<file path="src/drm_pkg.sv">
// Shared constants for the drum addressing and angular position logic
package drm_pkg;

    localparam int ANGLE_W       = 11;
    localparam int POSITIONS     = 2048;
    localparam int GROUPS        = 12;
    localparam int GROUP_W       = 4;
    localparam int WORD_W        = 16;
    localparam int INTERLACE_W   = 3;

    // Bus digit n sits at bit WORD_W-1-n; digit 0 is the sign
    localparam int GRP_LSB       = 11;
    localparam int POS_LSB       = 0;

    localparam logic [ANGLE_W-1:0] ANGLE_MAX   = 11'h7ff;
    localparam logic [ANGLE_W-1:0] ANGLE_RESET = 11'h000;
    localparam logic [ANGLE_W-1:0] WPC_RESET   = 11'h000;
    localparam logic [GROUP_W-1:0] GRP_RESET   = 4'h0;

    // Relay settling time, counted by the controlling party
    localparam int RELAY_DELAY_MS = 12;
    localparam int CLK_PERIOD_NS  = 40;
    localparam int RELAY_CYCLES   = RELAY_DELAY_MS * 1000000 / CLK_PERIOD_NS;

    typedef enum logic [1:0] {
        XS_IDLE,
        XS_HUNT,
        XS_MOVE
    } drm_xfer_state_t;

endpackage : drm_pkg

</file>
<file path="src/drm_sync.sv">
// Two-stage synchroniser for pins arriving from the drum
`timescale 1ns/1ps
module drm_sync #(
    parameter int W = 1
) (
    // Clock and control
    input  wire logic         clk,
    input  wire logic         rst_b,
    input  wire logic         ce,
    // Data
    input  wire logic [W-1:0] d_in,
    output logic      [W-1:0] q
);

    logic [W-1:0] meta_r;
    logic [W-1:0] meta_nxt;
    logic [W-1:0] q_r;
    logic [W-1:0] q_nxt;

    initial begin
        if (W < 1) begin
            $error("drm_sync width must be positive");
        end
    end

    always_comb begin
        meta_nxt = meta_r;
        q_nxt    = q_r;
        if (ce) begin
            meta_nxt = d_in;
            q_nxt    = meta_r;
        end
    end

    always_ff @(posedge clk) begin
        if (!rst_b) begin
            meta_r <= '0;
            q_r    <= '0;
        end else begin
            meta_r <= meta_nxt;
            q_r    <= q_nxt;
        end
    end

    assign q = q_r;

endmodule : drm_sync

</file>
<file path="src/drm_addr_pos.sv">
// Drum angle tracking, address selection and single-word transfer control
`timescale 1ns/1ps
module drm_addr_pos
    import drm_pkg::*;
#(
    parameter int NUM_GROUPS = GROUPS
) (
    // Clock, reset, enable
    input  wire logic                  REF_CLK,
    input  wire logic                  RST_B,
    input  wire logic                  CLK_EN,
    // Drum timing and sync track pins
    input  wire logic                  TIMING_PULSE,
    input  wire logic                  SYNC_PULSE,
    // Head polarity pins, one per track of a group
    input  wire logic [WORD_W-1:0]     READ_POL,
    output logic      [WORD_W-1:0]     WRITE_POL,
    output logic                       RECORD_EN,
    output logic      [NUM_GROUPS-1:0] HEAD_GROUP_SEL,
    // Select orders from the computer
    input  wire logic [WORD_W-1:0]     BUS_DIGITS,
    input  wire logic                  CHANGE_GROUP,
    input  wire logic                  CHANGE_POS,
    output logic                       GROUP_CHANGED,
    // Single-word transfer
    input  wire logic                  XFER_REQ,
    input  wire logic                  XFER_RECORD,
    input  wire logic [WORD_W-1:0]     WRITE_DATA,
    output logic                       XFER_BUSY,
    output logic                       XFER_DONE,
    output logic      [WORD_W-1:0]     READ_DATA,
    // Status
    output logic      [ANGLE_W-1:0]    ANGLE_POS,
    output logic      [ANGLE_W-1:0]    WORD_POS,
    output logic      [GROUP_W-1:0]    GROUP_POS,
    output logic                       SYNC_ALARM,
    input  wire logic                  ALARM_CLR
);

    initial begin
        if (NUM_GROUPS < 1 || NUM_GROUPS > (1 << GROUP_W)) begin
            $error("drm_addr_pos group count outside selector range");
        end
        if ((1 << ANGLE_W) != POSITIONS) begin
            $error("drm_addr_pos angle width does not cover one revolution");
        end
        if (GRP_LSB + GROUP_W > WORD_W || POS_LSB + ANGLE_W > GRP_LSB) begin
            $error("drm_addr_pos bus digit fields overlap or overflow");
        end
        if (ANGLE_W <= INTERLACE_W) begin
            $error("drm_addr_pos interlace wider than angle counter");
        end
    end

    // Pin synchronisers; polarity has the pulse's depth so both stay aligned
    logic              tmg_s;
    logic              sync_s;
    logic [WORD_W-1:0] rd_pol_s;

    drm_sync #(
        .W (1)
    ) u_sync_tmg (
        .clk   (REF_CLK),
        .rst_b (RST_B),
        .ce    (CLK_EN),
        .d_in  (TIMING_PULSE),
        .q     (tmg_s)
    );

    drm_sync #(
        .W (1)
    ) u_sync_rev (
        .clk   (REF_CLK),
        .rst_b (RST_B),
        .ce    (CLK_EN),
        .d_in  (SYNC_PULSE),
        .q     (sync_s)
    );

    drm_sync #(
        .W (WORD_W)
    ) u_sync_pol (
        .clk   (REF_CLK),
        .rst_b (RST_B),
        .ce    (CLK_EN),
        .d_in  (READ_POL),
        .q     (rd_pol_s)
    );

    // Angle tracking state
    logic               tmg_d_r;
    logic               tmg_d_nxt;
    logic               sync_d_r;
    logic               sync_d_nxt;
    logic [ANGLE_W-1:0] angle_r;
    logic [ANGLE_W-1:0] angle_nxt;
    logic               carry_r;
    logic               carry_nxt;
    logic               synced_r;
    logic               synced_nxt;
    logic               alarm_r;
    logic               alarm_nxt;
    logic               arrived_r;
    logic               arrived_nxt;
    logic               tick;
    logic               sync_edge;

    assign tick      = tmg_s & ~tmg_d_r;
    assign sync_edge = sync_s & ~sync_d_r;

    always_comb begin
        tmg_d_nxt   = tmg_d_r;
        sync_d_nxt  = sync_d_r;
        angle_nxt   = angle_r;
        carry_nxt   = carry_r;
        synced_nxt  = synced_r;
        alarm_nxt   = alarm_r;
        arrived_nxt = arrived_r;
        if (CLK_EN) begin
            tmg_d_nxt   = tmg_s;
            sync_d_nxt  = sync_s;
            arrived_nxt = tick | sync_edge;
            if (ALARM_CLR) begin
                alarm_nxt = 1'b0;
            end
            if (sync_edge) begin
                angle_nxt  = ANGLE_RESET;
                synced_nxt = 1'b1;
                carry_nxt  = 1'b0;
                // First sync after reset has no carry to check against
                if (synced_r && !carry_r) begin
                    alarm_nxt = 1'b1;
                end
            end else if (tick) begin
                angle_nxt = angle_r + 11'h001;
                carry_nxt = (angle_r == ANGLE_MAX);
                // A pulse slipped in between the carry and the sync
                if (synced_r && carry_r) begin
                    alarm_nxt = 1'b1;
                end
            end
        end
    end

    always_ff @(posedge REF_CLK) begin
        if (!RST_B) begin
            tmg_d_r   <= 1'b0;
            sync_d_r  <= 1'b0;
            angle_r   <= ANGLE_RESET;
            carry_r   <= 1'b0;
            synced_r  <= 1'b0;
            alarm_r   <= 1'b0;
            arrived_r <= 1'b0;
        end else begin
            tmg_d_r   <= tmg_d_nxt;
            sync_d_r  <= sync_d_nxt;
            angle_r   <= angle_nxt;
            carry_r   <= carry_nxt;
            synced_r  <= synced_nxt;
            alarm_r   <= alarm_nxt;
            arrived_r <= arrived_nxt;
        end
    end

    // Address and transfer state
    drm_xfer_state_t    st_r;
    drm_xfer_state_t    st_nxt;
    logic [GROUP_W-1:0] grp_r;
    logic [GROUP_W-1:0] grp_nxt;
    logic [ANGLE_W-1:0] wpc_r;
    logic [ANGLE_W-1:0] wpc_nxt;
    logic               rec_op_r;
    logic               rec_op_nxt;
    logic [WORD_W-1:0]  wdata_r;
    logic [WORD_W-1:0]  wdata_nxt;
    logic [WORD_W-1:0]  rdata_r;
    logic [WORD_W-1:0]  rdata_nxt;
    logic               rec_en_r;
    logic               rec_en_nxt;
    logic               done_r;
    logic               done_nxt;
    logic               gchg_r;
    logic               gchg_nxt;
    logic               grp_valid;
    logic [ANGLE_W-1:0] target_pos;

    // Word n sits at angle (n mod 256)*8 + n/256
    assign target_pos = {wpc_r[ANGLE_W-INTERLACE_W-1:0],
                         wpc_r[ANGLE_W-1 -: INTERLACE_W]};
    assign grp_valid  = ({28'h0000000, grp_r} < NUM_GROUPS);

    always_comb begin
        st_nxt     = st_r;
        grp_nxt    = grp_r;
        wpc_nxt    = wpc_r;
        rec_op_nxt = rec_op_r;
        wdata_nxt  = wdata_r;
        rdata_nxt  = rdata_r;
        rec_en_nxt = rec_en_r;
        done_nxt   = done_r;
        gchg_nxt   = gchg_r;
        if (CLK_EN) begin
            rec_en_nxt = 1'b0;
            done_nxt   = 1'b0;
            gchg_nxt   = 1'b0;
            case (st_r)
                XS_IDLE: begin
                    if (XFER_REQ) begin
                        rec_op_nxt = XFER_RECORD;
                        wdata_nxt  = WRITE_DATA;
                        st_nxt     = XS_HUNT;
                    end
                end
                XS_HUNT: begin
                    // Act once, on the pulse that brings the word under the heads
                    if (arrived_r && angle_r == target_pos) begin
                        st_nxt     = XS_MOVE;
                        rec_en_nxt = rec_op_r & grp_valid;
                        if (!rec_op_r) begin
                            rdata_nxt = grp_valid ? rd_pol_s : '0;
                        end
                    end
                end
                XS_MOVE: begin
                    done_nxt = 1'b1;
                    // Wraps at 2047 with no carry into the group
                    wpc_nxt  = wpc_r + 11'h001;
                    st_nxt   = XS_IDLE;
                end
                default: begin
                    st_nxt = XS_IDLE;
                end
            endcase
            // Load orders override the automatic increment
            if (CHANGE_POS) begin
                wpc_nxt = BUS_DIGITS[POS_LSB +: ANGLE_W];
            end
            if (CHANGE_GROUP) begin
                grp_nxt  = BUS_DIGITS[GRP_LSB +: GROUP_W];
                // Relays always switch, so reads get the delay too
                gchg_nxt = 1'b1;
            end
        end
    end

    always_ff @(posedge REF_CLK) begin
        if (!RST_B) begin
            st_r     <= XS_IDLE;
            grp_r    <= GRP_RESET;
            wpc_r    <= WPC_RESET;
            rec_op_r <= 1'b0;
            wdata_r  <= '0;
            rdata_r  <= '0;
            rec_en_r <= 1'b0;
            done_r   <= 1'b0;
            gchg_r   <= 1'b0;
        end else begin
            st_r     <= st_nxt;
            grp_r    <= grp_nxt;
            wpc_r    <= wpc_nxt;
            rec_op_r <= rec_op_nxt;
            wdata_r  <= wdata_nxt;
            rdata_r  <= rdata_nxt;
            rec_en_r <= rec_en_nxt;
            done_r   <= done_nxt;
            gchg_r   <= gchg_nxt;
        end
    end

    // Head group selection, one relay line per group
    logic [NUM_GROUPS-1:0] hsel_r;
    logic [NUM_GROUPS-1:0] hsel_nxt;

    genvar g;
    generate
        for (g = 0; g < NUM_GROUPS; g++) begin : g_head
            // Codes past the last group leave every line low
            assign hsel_nxt[g] = CLK_EN ? (grp_nxt == GROUP_W'(g))
                                        : hsel_r[g];
        end
    endgenerate

    always_ff @(posedge REF_CLK) begin
        if (!RST_B) begin
            hsel_r <= '0;
        end else begin
            hsel_r <= hsel_nxt;
        end
    end

    // Outputs
    assign WRITE_POL      = wdata_r;
    assign RECORD_EN      = rec_en_r;
    assign HEAD_GROUP_SEL = hsel_r;
    assign GROUP_CHANGED  = gchg_r;
    assign XFER_BUSY      = (st_r != XS_IDLE);
    assign XFER_DONE      = done_r;
    assign READ_DATA      = rdata_r;
    assign ANGLE_POS      = angle_r;
    assign WORD_POS       = wpc_r;
    assign GROUP_POS      = grp_r;
    assign SYNC_ALARM     = alarm_r;

endmodule : drm_addr_pos

</file>
<file path="config.mk">
export PLATFORM = sky130hd
export DESIGN_NAME = drm_addr_pos
export DESIGN_NICKNAME = d
export VERILOG_FILES = /design/src/drm_pkg.sv /design/src/drm_sync.sv /design/src/drm_addr_pos.sv
export SDC_FILE = /design/constraint.sdc
export NUM_CORES = 1
export LEC_CHECK = 0
export ABC_AREA = 1
export BUFFER_PORTS_ARGS = -buffer_cell sky130_fd_sc_hd__buf_2
export CAP_MARGIN = 20
export CORE_MARGIN = 10
export CORE_UTILIZATION = 55
export DETAILED_ROUTE_END_ITERATION = 6
export GPL_TIMING_DRIVEN = 0
export PLACE_DENSITY = 0.82
export SYNTH_ARGS = -nofsm -noshare
export SYNTH_HDL_FRONTEND = slang
export SYNTH_SLANG_ARGS = --single-unit
</file>
<file path="constraint.sdc">
create_clock -name REF_CLK -period 2.18 [get_ports REF_CLK]
set_input_delay 0.327 -clock REF_CLK [delete_from_list [all_inputs] [get_ports REF_CLK]]
set_output_delay 0.327 -clock REF_CLK [all_outputs]
set_load 0.03 [all_outputs]
</file>
# Word level (Yosys, flattened, before mapping)
# Cells that the tools add are included.
[totals]
latchBits = 0
romBits = 0
mem_count = 0
out_inout_bits = 75
ff_bits = 118
elab_cells = 86
ram_bits = 0
[classes]
n_reduce_logical = 15
mux = 21
shifts = 0
div_mod_pow = 0
n_mul = 0
add_sub_neg = 2
n_lt_le_gt_ge = 1
eq_ne = 17
bitwise = 7
[ops]
columns = ["op", "n"]
rows = [
  ["11-bit 2-to-1 mux", 4],
  ["11-bit by 1-bit adder with 11-bit output, second input constant", 2],
  ["4-bit by 3-bit == test with 1-bit output, second input constant", 4],
  ["4-bit == test, second input constant", 4],
  ["16-bit 2-to-1 mux", 1],
  ["11-bit == test", 1],
  ["11-bit == test, second input constant", 1],
  ["1-bit 2-to-1 mux", 11],
  ["4-bit by 2-bit == test with 1-bit output, second input constant", 2],
  ["4-bit 2-to-1 mux", 2],
  ["2-bit AND reduction", 3],
  ["3-bit AND reduction", 2],
  ["2-bit nonzero test", 3],
  ["4-bit by 1-bit == test with 1-bit output, second input constant", 1],
  ["4-bit logical NOT", 1],
  ["4-bit < comparator, second input constant", 1],
  ["2-bit 2-to-1 mux", 2],
  ["2-bit inequality test, second input constant", 2],
  ["2-bit one-hot mux with 2 select lines", 1],
  ["4-bit AND reduction", 1],
  ["1-bit AND", 3],
  ["1-bit logical AND", 3],
  ["1-bit NOT", 3],
  ["2-bit by 1-bit == test with 1-bit output, second input constant", 1],
  ["4 further kinds", 4],
]

# Logic depth before layout (Yosys ltp)
[logic_depth]
depth_word = 4
depth_mapped = 11
depth_no_buf = 10

# By module
# A second synthesis with hierarchy kept.
[hier_totals]
cells_unflattened = 801
area_unflattened_um2 = 5429.0
[modules_own_cells]
columns = ["module", "instances", "cells_each", "area_per_inst_um2", "seq_area_each_um2"]
rows = [
  ["drm_addr_pos", 1, 575, 3784.9, 1641.6],
  ["drm_sync at u_sync_pol", 1, 202, 1483.9, 640.6],
  ["drm_sync at u_sync_rev ...", 2, 12, 80.1, 40.0],
]

# Worst setup path after synthesis
# Ideal clock, no wire load.
[synth_path]
kind = "reg-to-reg"
from = "register angle_r[3] (netlist: ANGLE_POS[3])"
to = "register rdata_r[11] (netlist: READ_DATA[11])"
period_less_slack_ps = 1650
t_arrival_ps = 1537
required_ps = 2066
setup_slack_ps = 530
path_buffers = 1
stages_incl_launch_ff = 11
cell_sequence = "dfxtp_1 > inv_2 > nand2_1 > nand2_1 > nor2_1 > nand2_1 > nor2_4 > nand4_4 > buf_4 > o21bai_1 > nor2_1"
[synth_between]
elab_chain_len = 3
[synth_rtl]
columns = ["item", "line_no", "rtl"]
rows = [
  ["start: declaration", "drm_addr_pos.sv:95", "logic [ANGLE_W-1:0] angle_r;"],
  ["start signal: assignment", "drm_addr_pos.sv:157", "angle_r <= angle_nxt;"],
  ["11-bit == test", "drm_addr_pos.sv:216", "if (arrived_r && angle_r == target_pos) begin"],
  ["1-bit logical AND", "drm_addr_pos.sv:216", ""],
  ["4-bit AND reduction (no source line)", "-", ""],
  ["end signal: assignment", "drm_addr_pos.sv:263", "rdata_r <= rdata_nxt;"],
  ["end: declaration", "drm_addr_pos.sv:176", "logic [WORD_W-1:0] rdata_r;"],
]
# Every way passes these cells.
# A chain may end at the register's enable or synchronous reset.

# Worst setup path after layout
[layout_path]
from = "register wpc_r[3] (netlist: WORD_POS[3])"
to = "register rdata_r[2] (netlist: READ_DATA[2])"
[layout_between]
elab_chain_len = 3
[layout_rtl]
columns = ["item", "line_no", "rtl"]
rows = [
  ["start: declaration", "drm_addr_pos.sv:170", "logic [ANGLE_W-1:0] wpc_r;"],
  ["start signal: assignment", "drm_addr_pos.sv:260", "wpc_r <= wpc_nxt;"],
  ["11-bit == test", "drm_addr_pos.sv:216", ""],
  ["1-bit logical AND", "drm_addr_pos.sv:216", ""],
  ["4-bit AND reduction (no source line)", "-", ""],
]
# Every way passes these cells.

==> flow_summary.json <==
{
  "gp_congestion": 0.9025,
  "grt.overflow.total": 0,
  "rsz0062_at_grt": "false",
  "vias": 5130,
  "yosysMostFrequentCell": "nor2_1",
  "startpoint": "WORD_POS[3]",
  "htreeDepth": 4,
  "maxCapViolCount": 0,
  "cp.required_ns": 2.59,
  "ys_types": 37,
  "hold_viol": 0,
  "ys.flop_type": "dfxtp_1",
  "setup_viol": 0,
  "clk-insertion-delay-late_ns": 0.52,
  "syn2layout_area_growth_pct": 26.88,
  "num_rows": 34,
  "worstSetupEndpointType": "flip-flop",
  "critical_path_arrival_ns": 2.20,
  "synth_cells": 703,
  "cts_tree": "done",
  "io-pin-count": 133,
  "fmax_ghz": 0.5595,
  "cts-resized-gates": 0,
  "holdWs_ns": 0.02965,
  "ys_seq_elements": 118,
  "async_flop_share_pct": 0,
  "synth_top_area_cell": "dfxtp_1",
  "routed_wl_um": 14780,
  "fp.dieW_um": 115.3,
  "fin_skew_ns": 0.006895,
  "detail_route.first_pass.iterations": 7,
  "power_density_nw_per_um2": 860.8,
  "max_slew_margin_pct": 59.16,
  "cts.path.max_buffers": 2,
  "ys_seq_area_share_pct": 47.29,
  "path_delay_family": "simple AND/OR/NAND/NOR gates",
  "grt_antenna_before_repair": 0,
  "antenna_cells": 0,
  "drv_slew": 0,
  "path_class": "flip-flop to flip-flop",
  "hold_path_class": "input port to flip-flop",
  "fin_nets": 913,
  "p_leak_nw": 2.934,
  "period_minus_slack_ns": 1.787,
  "syn_area_um2": 4995,
  "fin_ws_ns": 0.3925,
  "drc_errors": 0,
  "worst_pin_slew_ns": 0.6125,
  "cp_num_cells": 10,
  "setup.worst_path.end": "READ_DATA[2]",
  "synth-edff-count": 0,
  "peakVddDrop_mv": 0.5288,
  "avgViaCountPerCell": 5.267,
  "clk_pin_slew_ns": 0.06,
  "fp.coreArea_um2": 8763,
  "first_global_vias": 5127,
  "ff2ff_path_depth": 10,
  "track_usage_pct": 22.46,
  "synth.avg_cell_area_um2": 7.105,
  "r2r-end": "READ_DATA[2]",
  "path_cells": "inv_1 -> nand2_1 -> nand2_1 -> nor2_1 -> nand2_1 -> nor2_4 -> nand4_4 -> buf_4 -> a21oi_1 -> nor2_1",
  "reg2reg_setup_slack_ns": 0.39,
  "initial_core_util_pct": 57.00,
  "grt_start_max_net_pins": 17,
  "drive_gt1_share_pct": 21.59,
  "syn-num-nets": 763,
  "holdBufCountCts": 0,
  "grt_first_pass_wirelength_um": 24240,
  "synth_top_area_share_pct": 47.29,
  "synth_area_leaders": "dfxtp_1 47%, nor2_1 12%, nand2_1 8.6%",
  "cp_common_cell": "nand2_1",
  "cts.sinks": 118,
  "final.setup.tns_ns": 0,
  "rr_startpoint": "WORD_POS[3]",
  "ant_nets": 0,
  "die-area_um2": 13290,
  "cts_made_buffers": 17,
  "critPathBufInv": 2,
  "die_h_um": 115.3,
  "cts-root-buf": "clkbuf_8",
  "place_ws_ns": 0.4057,
  "ys_top_cells_by_count": "158 x nor2_1, 118 x dfxtp_1, 115 x nand2_1",
  "synth_warnings": 0,
  "status": "finished clean",
  "cp_slowest_cell": "dfxtp_1",
  "cts_setup_buffers": 0,
  "period_share_pct": 81.99,
  "slowest_delay_ns": 0.44,
  "wl_per_cell_um": 15.17,
  "start_kind": "flip-flop",
  "hpwlAfterDp_um": 10790,
  "drt-initial-drc-count": 420,
  "path_max_fanout": 10,
  "port_buffers": 131
}
[final cells by class]
cell class,instances,area (µm²)
plain buffers,31,145.1
clock buffers,20,455.4
clock inverters,12,96.34
fillers,727,2426
inverters,81,304.0
multi-input cells,473,2183
flip-flops and latches,118,2362
well taps,108,135.1
repair buffers,131,655.6
[worst register-to-register path: stages (launching register included)]
cell	delay [ns]
dfxtp_1	0.44
inv_1	0.13
nand2_1	0.07
nand2_1	0.05
nor2_1	0.09
nand2_1	0.11
nor2_4	0.19
nand4_4	0.17
buf_4	0.23
a21oi_1	0.16
nor2_1	0.05
[cells by family after synthesis]
kind of cell / share of synthesized area, %
AOI/OAI and AO/OA: 16.81
xor gates and xnor gates: 0.8769
adders and majority gates: 0.5009
buffers and inverters: 8.993
DFF: 47.29
and+or+nand+nor: 25.53
[per-stage QoR]
| step | utilization, % | cells | total power [W] | area, µm² |
|---|---|---|---|---|
| floorplan | - | 703 | 0.002743 | 4995 |
| global placement | 66.02 | 942 | 0.002929 | 5786 |
| detailed placement | 66.02 | 942 | 0.002946 | 5786 |
| CTS | 72.32 | 974 | 0.005470 | 6337 |
| global route | 72.32 | 974 | 0.005661 | 6337 |
| finish | 72.32 | 974 | 0.005455 | 6337 |
[state kept, by name, indices dropped and copies added, names as in the netlist, 2 cells and up]
| name | cells |
|---|---|
| READ_DATA | 16 |
| WORD_POS | 11 |
| HEAD_GROUP_SEL | 12 |
| u_sync_pol.q | 16 |
| GROUP_POS | 4 |
| st_r | 2 |
| u_sync_pol.meta_r | 16 |
| WRITE_POL | 16 |
| ANGLE_POS | 11 |
[where the power goes]
group          switching [W]  internal [W]  leakage [nW]
clock                0.00104       0.00150         0.249
sequential         0.0000625       0.00226         0.966
combinational       0.000405      0.000189          1.72
[routing by layer]
metal | GRT usage (%) | part of all wire (%) | vias up
li1 | - | - | 2537
met5 | 0 | 0 | -
met4 | 8.746 | 1.9 | 0
met1 | 26.66 | 41 | 2336
met2 | 36.86 | 48 | 229
met3 | 7.292 | 9.3 | 28
[placed cells by master, fill, tap and decap left out, types with 7 or more instances in the layout]
cell / n
nor2_1: 158
clkbuf_1: 22
o21bai_1: 10
nand2_1: 115
a21oi_1: 55
nand3_1: 20
buf_2: 136
clkbuf_16: 16
dfxtp_1: 118
inv_1: 74
o21ai_0: 69
clkinvlp_4: 7
[worst min path at each step]
| stage | to | slack (ns) | from | cells after the start |
|---|---|---|---|---|
| 6_report | u_sync_pol.meta_r[2] | 0.03 | READ_POL[2] | 3 |
| 5_1_grt | u_sync_pol.meta_r[5] | 0.03 | READ_POL[5] | 3 |
| 4_1_cts | u_sync_pol.meta_r[2] | 0.02 | READ_POL[2] | 3 |
| 3_5_place_dp | u_sync_pol.q[7] | 0.45 | u_sync_pol.q[7] | 2 |
| 3_3_place_gp | u_sync_pol.q[1] | 0.45 | u_sync_pol.q[1] | 2 |
| 2_1_floorplan | u_sync_pol.q[11] | 0.43 | u_sync_pol.q[11] | 2 |
No activity file was read; power rests on OpenSTA's default activity.
